<file path="src/common/oag_pkg.sv">
// Purpose: constants, modes and helpers for the operand address generator
// Assumes: 8-bit data path, 16-bit address space
// Notes: the flow of one request is described in the main module
// Notes on behaviour
// - every operand carries its own mode, up to three
// - fourteen modes, general 8-bit and extended 16-bit
// - general modes reach register, peripheral, nearby targets
// - register operand byte selects lowest 256 bytes
// - register access one cycle, extended two cycles, indirect extended waits on two memory reads
// - locations zero and one double as A, B
// - peripheral address high byte forced to 10h
// - expansion devices reach external memory via peripheral
// - immediate operand comes from instruction stream
// - implied mode fixes source and destination
// - implied instructions generate no operand address
// - relative base is next instruction address
// - stack relative adds signed byte, eight-bit wrap
// - absolute indexed is B plus 16-bit constant
// - pair gives low byte, register below high
// - offset indirect adds sign-extended byte to pair
`default_nettype none
package oag_pkg;

	typedef enum logic [3:0] {
		M_IMPLIED     = 4'h0,
		M_REGISTER    = 4'h1,
		M_PERIPHERAL  = 4'h2,
		M_IMMEDIATE   = 4'h3,
		M_PC_REL      = 4'h4,
		M_SP_REL      = 4'h5,
		M_ABS_DIRECT  = 4'h6,
		M_ABS_INDEXED = 4'h7,
		M_ABS_INDIR   = 4'h8,
		M_ABS_OFFIND  = 4'h9,
		M_REL_DIRECT  = 4'ha,
		M_REL_INDEXED = 4'hb,
		M_REL_INDIR   = 4'hc,
		M_REL_OFFIND  = 4'hd
	} mode_t;

	localparam logic [7:0] REGFILE_HIGH   = 8'h00;
	localparam logic [7:0] PERIPH_HIGH    = 8'h10;
	localparam logic [1:0] MAX_OP_INDEX   = 2'h2;
	localparam logic [7:0] ONE_BYTE       = 8'h01;
	localparam logic [7:0] EXT_PERIPH_LOW = 8'hc0;

	function automatic logic is_extended(input mode_t m);
		is_extended = (m >= M_ABS_DIRECT) && (m <= M_REL_OFFIND);
	endfunction : is_extended

	function automatic logic is_indirect(input mode_t m);
		is_indirect = (m == M_ABS_INDIR) || (m == M_ABS_OFFIND) ||
			(m == M_REL_INDIR) || (m == M_REL_OFFIND);
	endfunction : is_indirect

	function automatic logic is_relative(input mode_t m);
		is_relative = (m >= M_REL_DIRECT) && (m <= M_REL_OFFIND);
	endfunction : is_relative

	function automatic logic is_valid_mode(input logic [3:0] m);
		is_valid_mode = (m <= 4'hd);
	endfunction : is_valid_mode

	function automatic logic [15:0] sext8(input logic [7:0] v);
		sext8 = {{8{v[7]}}, v};
	endfunction : sext8

endpackage : oag_pkg
`default_nettype wire

</file>
<file path="src/core/ea_adder.sv">
// Purpose: plain wrapping adder for effective address sums
// Assumes: unsigned operands, carry discarded
// Notes: used for both base+offset and relative stage
`timescale 1ns/1ps
`default_nettype none
module ea_adder #(
	parameter int WIDTH = 16
) (
	input  wire logic [WIDTH-1:0] a,
	input  wire logic [WIDTH-1:0] b,
	output logic      [WIDTH-1:0] sum
);
	// carry dropped on purpose
	assign sum = a + b;
endmodule : ea_adder
`default_nettype wire

</file>
<file path="src/core/operand_address_generator.sv">
// Purpose: effective address generation for one operand per request
// Assumes: memory read answers with mem_rd_valid, any latency
// Notes: one request at a time, taken only while ready is high
`timescale 1ns/1ps
`default_nettype none
module operand_address_generator #(
	parameter logic [7:0] EXT_PERIPH_LOW = oag_pkg::EXT_PERIPH_LOW
) (
	input  wire logic        clock,
	input  wire logic        srst,
	input  wire logic        req,
	input  wire logic [3:0]  mode,
	input  wire logic [1:0]  op_index,
	input  wire logic [7:0]  operand,
	input  wire logic [15:0] const16,
	input  wire logic [15:0] next_instruction_address,
	input  wire logic [7:0]  stack_pointer,
	input  wire logic [7:0]  reg_b,
	input  wire logic [1:0]  implicit_ab,
	input  wire logic        bus_expansion,
	input  wire logic        mem_rd_valid,
	input  wire logic [7:0]  mem_rd_data,
	output logic             ready,
	output logic             done,
	output logic [15:0]      ea,
	output logic             ea_valid,
	output logic             pc_load,
	output logic             imm_valid,
	output logic [7:0]       imm_data,
	output logic             ext_region,
	output logic [1:0]       op_index_out,
	output logic             mem_rd_req,
	output logic [15:0]      mem_rd_addr
);

	typedef enum logic [2:0] {
		S_IDLE = 3'h0, S_EXT = 3'h1, S_HI = 3'h2, S_LO = 3'h3
	} state_t;
	typedef struct packed {
		state_t         state;
		oag_pkg::mode_t mode;
		logic           ready, done, ea_valid, pc_load;
		logic           imm_valid, ext_region, rd_req;
		logic [1:0]     idx;
		logic [7:0]     imm_data, hi, opnd, b;
		logic [15:0]    ea, rd_addr, cval, npc;
	} regs_t;

	regs_t          q, d;
	oag_pkg::mode_t m_s;
	logic [7:0]     op_s, b_s;
	logic [15:0]    c_s, npc_s, base, offs, sum1, rel_add, sum2;
	logic           take;
	// requests beyond the third operand are ignored
	assign take = req && q.ready && (op_index <= oag_pkg::MAX_OP_INDEX) &&
		oag_pkg::is_valid_mode(mode);

	always_comb begin
		m_s   = q.state == S_IDLE ? oag_pkg::mode_t'(mode) : q.mode;
		op_s  = q.state == S_IDLE ? operand : q.opnd;
		c_s   = q.state == S_IDLE ? const16 : q.cval;
		npc_s = q.state == S_IDLE ? next_instruction_address : q.npc;
		b_s   = q.state == S_IDLE ? reg_b : q.b;
		base = '0;
		offs = '0;
		case (m_s)
			oag_pkg::M_PC_REL: begin
				base = npc_s;
				offs = oag_pkg::sext8(op_s);
			end
			oag_pkg::M_SP_REL: begin
				base = {8'h00, stack_pointer};
				offs = oag_pkg::sext8(op_s);
			end
			oag_pkg::M_ABS_DIRECT, oag_pkg::M_REL_DIRECT: begin
				base = c_s;
			end
			oag_pkg::M_ABS_INDEXED, oag_pkg::M_REL_INDEXED: begin
				base = c_s;
				offs = {8'h00, b_s};
			end
			oag_pkg::M_ABS_INDIR, oag_pkg::M_REL_INDIR: begin
				base = {q.hi, mem_rd_data};
			end
			oag_pkg::M_ABS_OFFIND, oag_pkg::M_REL_OFFIND: begin
				base = {q.hi, mem_rd_data};
				offs = oag_pkg::sext8(op_s);
			end
			default: offs = '0;
		endcase
		rel_add = oag_pkg::is_relative(m_s) ? npc_s : 16'h0000;
	end

	ea_adder #(.WIDTH(16)) u_sum (
		.a   (base),
		.b   (offs),
		.sum (sum1)
	);

	ea_adder #(.WIDTH(16)) u_rel (
		.a   (sum1),
		.b   (rel_add),
		.sum (sum2)
	);

	always_comb begin
		d = q;
		d.done = 1'b0;
		d.rd_req = 1'b0;
		case (q.state)
			S_IDLE: begin
				if (take) begin
					d.mode      = m_s;
					d.opnd      = op_s;
					d.cval      = c_s;
					d.npc       = npc_s;
					d.b         = b_s;
					d.idx       = op_index;
					d.ea_valid  = 1'b0;
					d.pc_load   = 1'b0;
					d.imm_valid = 1'b0;
					d.ext_region = 1'b0;
					if (oag_pkg::is_indirect(m_s)) begin
						d.ready   = 1'b0;
						d.state   = S_HI;
						d.rd_req  = 1'b1;
						d.rd_addr = {oag_pkg::REGFILE_HIGH,
							op_s - oag_pkg::ONE_BYTE};
					end else if (oag_pkg::is_extended(m_s)) begin
						d.ready = 1'b0;
						d.state = S_EXT;
					end else begin
						d.done = 1'b1;
						case (m_s)
							oag_pkg::M_REGISTER: begin
								d.ea_valid = 1'b1;
								if (implicit_ab[1]) begin
									d.ea = {15'h0000,
										implicit_ab[0]};
								end else begin
									d.ea = {oag_pkg::REGFILE_HIGH,
										op_s};
								end
							end
							oag_pkg::M_PERIPHERAL: begin
								d.ea_valid = 1'b1;
								d.ea = {oag_pkg::PERIPH_HIGH, op_s};
								d.ext_region = bus_expansion &&
									(op_s >= EXT_PERIPH_LOW);
							end
							oag_pkg::M_IMMEDIATE: begin
								d.imm_valid = 1'b1;
								d.imm_data  = op_s;
							end
							oag_pkg::M_PC_REL: begin
								d.ea_valid = 1'b1;
								d.pc_load  = 1'b1;
								d.ea       = sum1;
							end
							oag_pkg::M_SP_REL: begin
								d.ea_valid = 1'b1;
								d.ea = {oag_pkg::REGFILE_HIGH,
									sum1[7:0]};
							end
							default: begin
								// implied: fixed by the instruction
								d.ea_valid = 1'b0;
							end
						endcase
					end
				end
			end
			S_EXT: begin
				d.done     = 1'b1;
				d.ready    = 1'b1;
				d.state    = S_IDLE;
				d.ea_valid = 1'b1;
				d.ea       = sum2;
				d.pc_load  = oag_pkg::is_relative(q.mode);
			end
			S_HI: begin
				if (mem_rd_valid) begin
					d.hi      = mem_rd_data;
					d.rd_req  = 1'b1;
					d.rd_addr = {oag_pkg::REGFILE_HIGH, q.opnd};
					d.state   = S_LO;
				end
			end
			S_LO: begin
				if (mem_rd_valid) begin
					d.done     = 1'b1;
					d.ready    = 1'b1;
					d.state    = S_IDLE;
					d.ea_valid = 1'b1;
					d.ea       = sum2;
					d.pc_load  = oag_pkg::is_relative(q.mode);
				end
			end
			default: begin
				d.state = S_IDLE;
				d.ready = 1'b1;
			end
		endcase
	end

	always_ff @(posedge clock) begin
		if (srst) begin
			q       <= '0;
			q.state <= S_IDLE;
			q.ready <= 1'b1;
		end else begin
			q <= d;
		end
	end

	assign ready        = q.ready;
	assign done         = q.done;
	assign ea           = q.ea;
	assign ea_valid     = q.ea_valid;
	assign pc_load      = q.pc_load;
	assign imm_valid    = q.imm_valid;
	assign imm_data     = q.imm_data;
	assign ext_region   = q.ext_region;
	assign op_index_out = q.idx;
	assign mem_rd_req   = q.rd_req;
	assign mem_rd_addr  = q.rd_addr;
endmodule : operand_address_generator
`default_nettype wire

</file>
<file path="config.mk">
export PLATFORM = sky130hd
export DESIGN_NAME = operand_address_generator
export DESIGN_NICKNAME = d
export VERILOG_FILES = /design/src/common/oag_pkg.sv /design/src/core/ea_adder.sv /design/src/core/operand_address_generator.sv
export SDC_FILE = /design/constraint.sdc
export NUM_CORES = 1
export LEC_CHECK = 0
export CORE_MARGIN = 5
export CORE_UTILIZATION = 61
export DETAILED_ROUTE_END_ITERATION = 8
export DONT_BUFFER_PORTS = 1
export PLACE_DENSITY_LB_ADDON = 0.15
export SETUP_SLACK_MARGIN = 0.02
export SYNTH_ARGS = -nofsm -noshare
export SYNTH_HDL_FRONTEND = slang
export SYNTH_HIERARCHICAL = 1
export SYNTH_SLANG_ARGS = --single-unit
</file>
<file path="constraint.sdc">
create_clock -name clock -period 10.8 [get_ports clock]
set_input_delay 2.16 -clock clock [delete_from_list [all_inputs] [get_ports clock]]
set_output_delay 2.16 -clock clock [all_outputs]
set_load 0.005 [all_outputs]
</file>
==> impl_metrics.csv, run 1 <==
group,metric,value,unit
yosys,synth-main-ff-cell,"dfxtp_1",
floorplan,die_area,14500,sq um
clock_tree,numClockSinks,103,
sta,finalCritPeriodShare,0.674,
yosys,synthAdderAreaFrac,0.0659,
yosys,synth_edf_count,0,
clock_tree,cts_max_path_buffers,2,
yosys,synth_mux_area_frac,0.0822,
clock_tree,worstSkewPairLatency,0.37,ns
clock_tree,clk_pin_slew,0.08,ns
power_and_ir_drop,p_seq_frac,0.401,
setup_path,cp.required,11.01,ns
placed_design,place.gp.congestion,0.959,
setup_path,endpoint_kind,"register",
floorplan,rows,40,
detailed_routing,drt-pass1-iter-count,5,
yosys,synth_top_family_by_area,"compound AO/OA/AOI/OAI gates",
clock_tree,tritoncts,"done",
floorplan,ios,126,
placed_design,io_buffers,0,
detailed_routing,vias_per_cell,6.36,
clock_tree,cts-buffers-inserted,9,
power_and_ir_drop,p_int,0.000684,W
clock_tree,post-cts-setup-buffers,0,
detailed_routing,ant_nets,0,
sta,fin_crit,7.28,ns
power_and_ir_drop,max-vdd-ir-drop,0.0973,mV
detailed_routing,routedWlPerCell,19.6,um
yosys,netlist_area,7440,sq um
detailed_routing,drt_iter0_drc,691,
setup_path,start_kind,"register",
sta,finalMaxSlewViolations,0,
yosys,ys_seq_elements,103,
sta,setup_viol,0,
sta,hold_ws,0.457,ns
grt,grt_pass1_wl,32300,um
grt,grt-ovfl-total,0,
final_layout,nNetsFinal,1003,
sta,worstMarginPinSlew,1.16,ns
sta,final.setup.tns,0,ns
grt,grt_max_degree,106,
yosys,syn_inst,964,
floorplan,start_util,0.622,
yosys,syn_area_per_cell,7.72,sq um
sta,maxSlewHeadroom,0.225,
final_layout,final_cell_area,7410,sq um
clock_tree,cts-root-buf,"clkbuf_16",
job,max_cap_violations,0,
clock_tree,cts_hold_buf,0,
final_layout,antenna_cells,0,
yosys,synthXorXnorAreaFrac,0.0436,
floorplan,die_h,120,um
power_and_ir_drop,p_leak,3.02,nW
clock_tree,cts-resized-gates,0,
sta,rsz0062_at_grt,"no",
sta,hold_violations,0,
grt,grtUsageTotal,0.277,
grt,antenna_found_initial,0,
detailed_routing,drt-total-wl,20400,um
clock_tree,cts_max_level,3,
grt,grt_pass1_vias,6118,
setup_path,cp.arrival,7.49,ns
yosys,yosys_warnings,6,
power_and_ir_drop,power_density,143,nW/um^2
placed_design,placed_cell_area,7100,sq um
final_layout,synthToLayoutAreaGrowth,-0.437,%
power_and_ir_drop,p_comb_frac,0.282,
yosys,synth_compound_gate_area_share,0.255,
sta,finalClockSkew,0.00880,ns
run_status,status,"complete, no violations",
sta,fmax,137,MHz
yosys,yosys.area_share.simple,0.188,
setup_path,critPathMaxFanout,48,
power_and_ir_drop,switching_power,0.000378,W
power_and_ir_drop,clkPwrFrac,0.318,
yosys,yosysUniqueCellTypes,76,
yosys,synth_top_cell_by_area,"dfxtp_1",
yosys,synth.area.top_cells,"dfxtp_1 (28%), a21oi_1 (9.8%), nand2_1 (9.0%), mux2i_1 (6.7%), ha_1 (6.1%)",
yosys,synthArstFlopShare,0,
yosys,seq_area_frac_synth,0.277,
yosys,yosys.area.top_type_share,0.277,
setup_path,critPathKind,"reg -> reg",
detailed_routing,dr_total_vias,6611,
floorplan,die_w,120,um
worst_hold_path,hold_path_class,"reg -> reg",
final_layout,drive_above_1_share,0.0571,
power_and_ir_drop,p_sw_frac,0.356,
detailed_routing,drc,0,
floorplan,coreArea,12000,sq um
power_and_ir_drop,power.total,0.00106,W
placed_design,hpwl,15400,um
## synthesized netlist by cell type (all sizes together) (2+ instances only)
master   number
or2           3
and3         10
xnor2        22
nand3        14
ha           36
clkbuf       22
o221ai        8
a22oi        12
o211ai       18
dfxtp       103
o2111ai       2
a311oi       13
nor4b         2
nor2b         4
nand2       179
o21ai        30
mux2          3
a21o         10
xor2         15
buf          76
a211oi       19
a31oi         2
a21oi       147
nor3         13
a211o         2
o41ai         3
nor2         71
or3           2
inv          13
o21bai        5
nand4         7
nor3b         6
fa            2
o22ai        10
nand3b        3
mux2i        55
and3b         2
## cell families (layout without fill, tap and decap cells)
| group | Yosys count | in the layout |
|---|---|---|
| xor gates and xnor gates | 37 | 37 |
| and+or+nand+nor | 322 | 322 |
| other | 1 | 8 |
| muxes | 58 | 58 |
| adders and majority gates | 38 | 38 |
| AOI/OAI and AO/OA | 293 | 293 |
| DFF | 103 | 103 |
| buffers and inverters | 112 | 34 |
## flip-flops by register name, summed over array words and instances, names as in the netlist, 2 cells and up
name	flops
ea	16
op_index_out	2
q	62
mem_rd_addr	8
imm_data	8
## cell type report
type	instances	area (sq um)
tap	147	184
clock buffer	9	225
fill	1064	4550
multi-input combinational	756	4770
timing repair buffer	4	30.0
inverter	14	52.6
sequential	103	2060
clock inverter	7	85.1
## final timing paths
kind	start	to	slack, ns	cells after the start
worst max register to register	q[109]	ea[12]	3.52	21
worst max-delay path	q[109]	ea[12]	3.52	21
worst min register to register	q[27]	q[27]	0.46	2
worst min-delay path	q[27]	q[27]	0.46	2
## per-stage QoR
step | setup slack (ns) | std cells | util
after floorplan | 4.32 | 971 | -
after global placement | 3.85 | 1024 | 0.593
after detailed placement | 3.64 | 1024 | 0.593
after CTS | 3.64 | 1040 | 0.619
after global routing | 3.01 | 1040 | 0.619
final | 3.52 | 1040 | 0.619
## layer usage
metal / track usage / wire [um] / up-vias
li1: - / - / 3241
met1: 0.399 / 9260 / 3027
met2: 0.378 / 8410 / 313
met3: 0.0945 / 2230 / 30
met4: 0.108 / 477 / 0
met5: 0 / 0 / -
## layout by cell type (no fill, tap or decap), types with 4 or more instances in the layout
cell	instances
a211oi_1	18
a21o_1	8
a21oi_1	146
a22oi_1	11
a311oi_1	10
and3_1	10
buf_4	4
clkbuf_16	9
conb_1	8
dfxtp_1	103
ha_1	35
inv_1	13
mux2i_1	50
mux2i_2	4
nand2_1	179
nand3_1	14
nand4_1	7
nor2_1	70
nor2b_1	4
nor3_1	13
nor3b_1	5
o211ai_1	17
o21ai_0	19
o21ai_1	10
o21bai_1	5
o221ai_1	8
o22ai_1	10
xnor2_1	22
xor2_1	15
## worst max-delay path: stages (launching register included)
cell and delay [ns]:
dfxtp_1 0.57, inv_1 0.32, ha_4 0.48, buf_4 0.66
mux2i_1 0.51, nor2_1 0.14, o21ai_2 0.61, o211ai_1 0.20
ha_1 0.27, fa_1 0.43, a21o_4 0.25, a311oi_2 0.37
o21ai_1 0.16, a311oi_1 0.32, nor3_1 0.11, ha_1 0.38
nand3_1 0.16, o21ai_0 0.39, o41ai_2 0.13, xnor2_1 0.13
a222oi_1 0.41, a211oi_1 0.12
## power by group through the flow
stage	logic [W]	clock network [W]	registers [W]
2_1_floorplan	0.000263	0	0.000426
3_3_place_gp	0.000287	0	0.000434
3_5_place_dp	0.000291	0	0.000435
4_1_cts	0.000293	0.000343	0.000426
5_1_grt	0.000330	0.000361	0.000430
6_report	0.000299	0.000337	0.000426
Power figures use the tool's default switching activity.
==> inputs of run 2 (changes only) <==
ABC_AREA = 1   (was not set)
CORE_UTILIZATION = 59   (was 61)
clock period = 6.5 ns   (was 10.8 ns; I/O delays follow)
==> impl_metrics.csv, run 2 <==
group,metric,value,unit
run_status,status,"complete, no violations",
placed_design,hpwl,16500,um
clock_tree,cts-buffers-inserted,9,
setup_path,r2r-end,"ea[13]",
placed_design,io_buffers,0,
power_and_ir_drop,power_density,535,nW/um^2
floorplan,die_h,126,um
floorplan,die_w,126,um
detailed_routing,drt-met1-wl,9390,um
detailed_routing,vias_per_cell,5.41,
sta,hold_violations,0,
floorplan,coreArea,13200,sq um
worst_hold_path,min_from,"q[27]",
grt,grt_max_degree,88,
yosys,yosys.area.top_type_share,0.259,
final_layout,antenna_cells,0,
yosys,synth_top_cell_by_area,"dfxtp_1",
detailed_routing,route.met3.wl,1950,um
yosys,yosysMostFrequentCell,"nand2_1",
final_layout,synthToLayoutAreaGrowth,0.708,%
detailed_routing,highest_layer,"met4",
placed_design,place.gp.congestion,0.982,
sta,rsz0062_at_grt,"no",
detailed_routing,ant_nets,0,
detailed_routing,wl_met2,9310,um
power_and_ir_drop,p_comb_frac,0.658,
yosys,ys_seq_elements,103,
worst_hold_path,min_path_cells,2,
clock_tree,cts-resized-gates,0,
setup_path,r2r_slack,0.94,ns
sta,worstMarginPinSlew,1.08,ns
grt,grtUsageTotal,0.263,
detailed_routing,drc,0,
sta,setup_slack,0.942,ns
setup_path,cp.required,6.74,ns
power_and_ir_drop,switching_power,0.00225,W
clock_tree,cts_max_path_buffers,2,
yosys,synth_common_cells,"nand2_1 (339), inv_1 (160), nor2_1 (148), o21ai_0 (108), dfxtp_1 (103)",
power_and_ir_drop,clkPwrFrac,0.132,
detailed_routing,drt_iter0_drc,829,
detailed_routing,drt-pass1-iter-count,5,
sta,fin_crit,5.56,ns
grt,antenna_found_initial,0,
clock_tree,cts-root-buf,"clkbuf_16",
sta,finalMaxSlewViolations,0,
setup_path,crit_slowest_cell,"dfxtp_1",
setup_path,endpoint_kind,"register",
final_layout,drive_above_1_share,0.0687,
clock_tree,clk_pin_slew,0.08,ns
clock_tree,post-cts-setup-buffers,0,
worst_hold_path,whs_endpoint,"q[27]",
setup_path,cpMostUsedCell,"nand2_1",
sta,setup_viol,0,
final_layout,final_common_cell,"nand2_1",
floorplan,start_util,0.600,
final_layout,regMostFlops,"q",
grt,grt_pass1_vias,6848,
power_and_ir_drop,max-vdd-ir-drop,0.221,mV
sta,finalClockSkew,0.0138,ns
detailed_routing,routedWlPerCell,15.3,um
clock_tree,numClockSinks,103,
detailed_routing,dr_total_vias,7488,
final_layout,mostFrequentLayoutCells,"nand2_1 (339), inv_1 (158), nor2_1 (147)",
setup_path,critPathKind,"reg -> reg",
setup_path,crit-reg2reg-launch,"q[109]",
yosys,synth-main-ff-cell,"dfxtp_1",
setup_path,cp.arrival,5.80,ns
clock_tree,worstSkewPairLatency,0.36,ns
job,max_cap_violations,0,
grt,grt-ovfl-total,0,
sta,finalCritPeriodShare,0.855,
yosys,synthArstFlopShare,0,
detailed_routing,drt-total-wl,21100,um
power_and_ir_drop,p_sw_frac,0.526,
setup_path,slowest_delay,0.80,ns
floorplan,ios,126,
floorplan,rows,42,
power_and_ir_drop,p_leak,4.08,nW
yosys,yosysUniqueCellTypes,44,
yosys,synth.area.top_cells,"dfxtp_1 (26%), nand2_1 (16%), inv_1 (7.6%), nor2_1 (7.0%), o21ai_0 (6.8%)",
clock_tree,tritoncts,"done",
worst_hold_path,hold_path_class,"reg -> reg",
grt,grt_pass1_wl,34500,um
clock_tree,cts_hold_buf,0,
placed_design,place_ws,1.07,ns
floorplan,die_area,15900,sq um
yosys,yosys_warnings,6,
setup_path,critPathMaxFanout,32,
yosys,netlist_area,7950,sq um
sta,fmax,180,MHz
setup_path,start_kind,"register",
clock_tree,cts_max_level,3,
sta,final.setup.tns,0,ns
yosys,seq_area_frac_synth,0.259,
final_layout,nNetsFinal,1319,
yosys,syn_inst,1267,
power_and_ir_drop,p_seq_frac,0.210,
sta,maxSlewHeadroom,0.273,
power_and_ir_drop,p_int,0.00203,W
setup_path,r2r_cells,34,
final_layout,largest_reg_flops,62,
yosys,syn_area_per_cell,6.28,sq um
yosys,synth_edf_count,0,
## run 2: changes by cell type after synthesis, sizes merged, moves of 48 or more
cell	before	now
nor2	71	153
o21ai	30	112
inv	13	170
nand3	14	62
nand2	179	365
a21oi	147	75
## run 2: layout make-up
type                       count  area (sq um)
fill                        1338          5240
multi-input combinational    912          4720
sequential                   103          2060
inverter                     171           644
clock buffer                  10           229
tap                          176           220
clock inverter                 6          77.6
timing repair buffer           7          52.6
## run 2: through the flow
step	hold WS, ns	power [W]	cells	area, sq um	utilization
final	0.455	0.00429	1385	8010	0.605
after global routing	0.470	0.00472	1385	8010	0.605
after CTS	0.455	0.00427	1385	8010	0.605
after detailed placement	0.443	0.00369	1369	7700	0.582
after global placement	0.440	0.00366	1369	7700	0.582
after floorplan	0.429	0.00318	1274	7980	-
## run 2: cell families (layout without fill, tap and decap cells)
| logic type | Yosys count | count (layout) | synth area share |
|---|---|---|---|
| xor+xnor | 19 | 19 | 0.0209 |
| flops | 103 | 103 | 0.259 |
| simple gates | 605 | 605 | 0.330 |
| mux | 14 | 14 | 0.0176 |
| fa+ha+maj | 38 | 38 | 0.0617 |
| other cells | 1 | 8 | 0.000472 |
| buf+inv | 259 | 194 | 0.151 |
| compound gates | 228 | 228 | 0.159 |
## run 2: how the worst max path moves through the flow
stage,startpoint,endpoint,slack [ns],cells after the start
floorplan,mode[1],ea[15],1.89,30
finish,q[109],ea[13],0.94,34
detailed placement,q[109],ea[13],1.07,34
global placement,q[109],ea[13],1.18,34
global route,q[109],ea[15],0.33,31
CTS,q[109],ea[13],1.04,34
## run 2: critical path: cells and delay by family (launching register included)
family,cells,cell delay [ns]
DFF,1,0.80
adders and majority gates,3,1.09
and+or+nand+nor,20,1.69
AOI/OAI and AO/OA,4,0.70
buffers and inverters,7,1.14
## run 2: metal layers
metal / track usage / vias up
li1: - / 3858
met3: 0.0682 / 33
met5: 0 / -
met1: 0.354 / 3296
met4: 0.0826 / 0
met2: 0.413 / 301
## run 2: power groups by stage
stage	clock network [W]	logic (W)	registers (W)
2_1_floorplan	0	0.00233	0.000860
3_3_place_gp	0	0.00275	0.000908
3_5_place_dp	0	0.00277	0.000914
4_1_cts	0.000573	0.00279	0.000900
5_1_grt	0.000604	0.00320	0.000919
6_report	0.000567	0.00282	0.000899
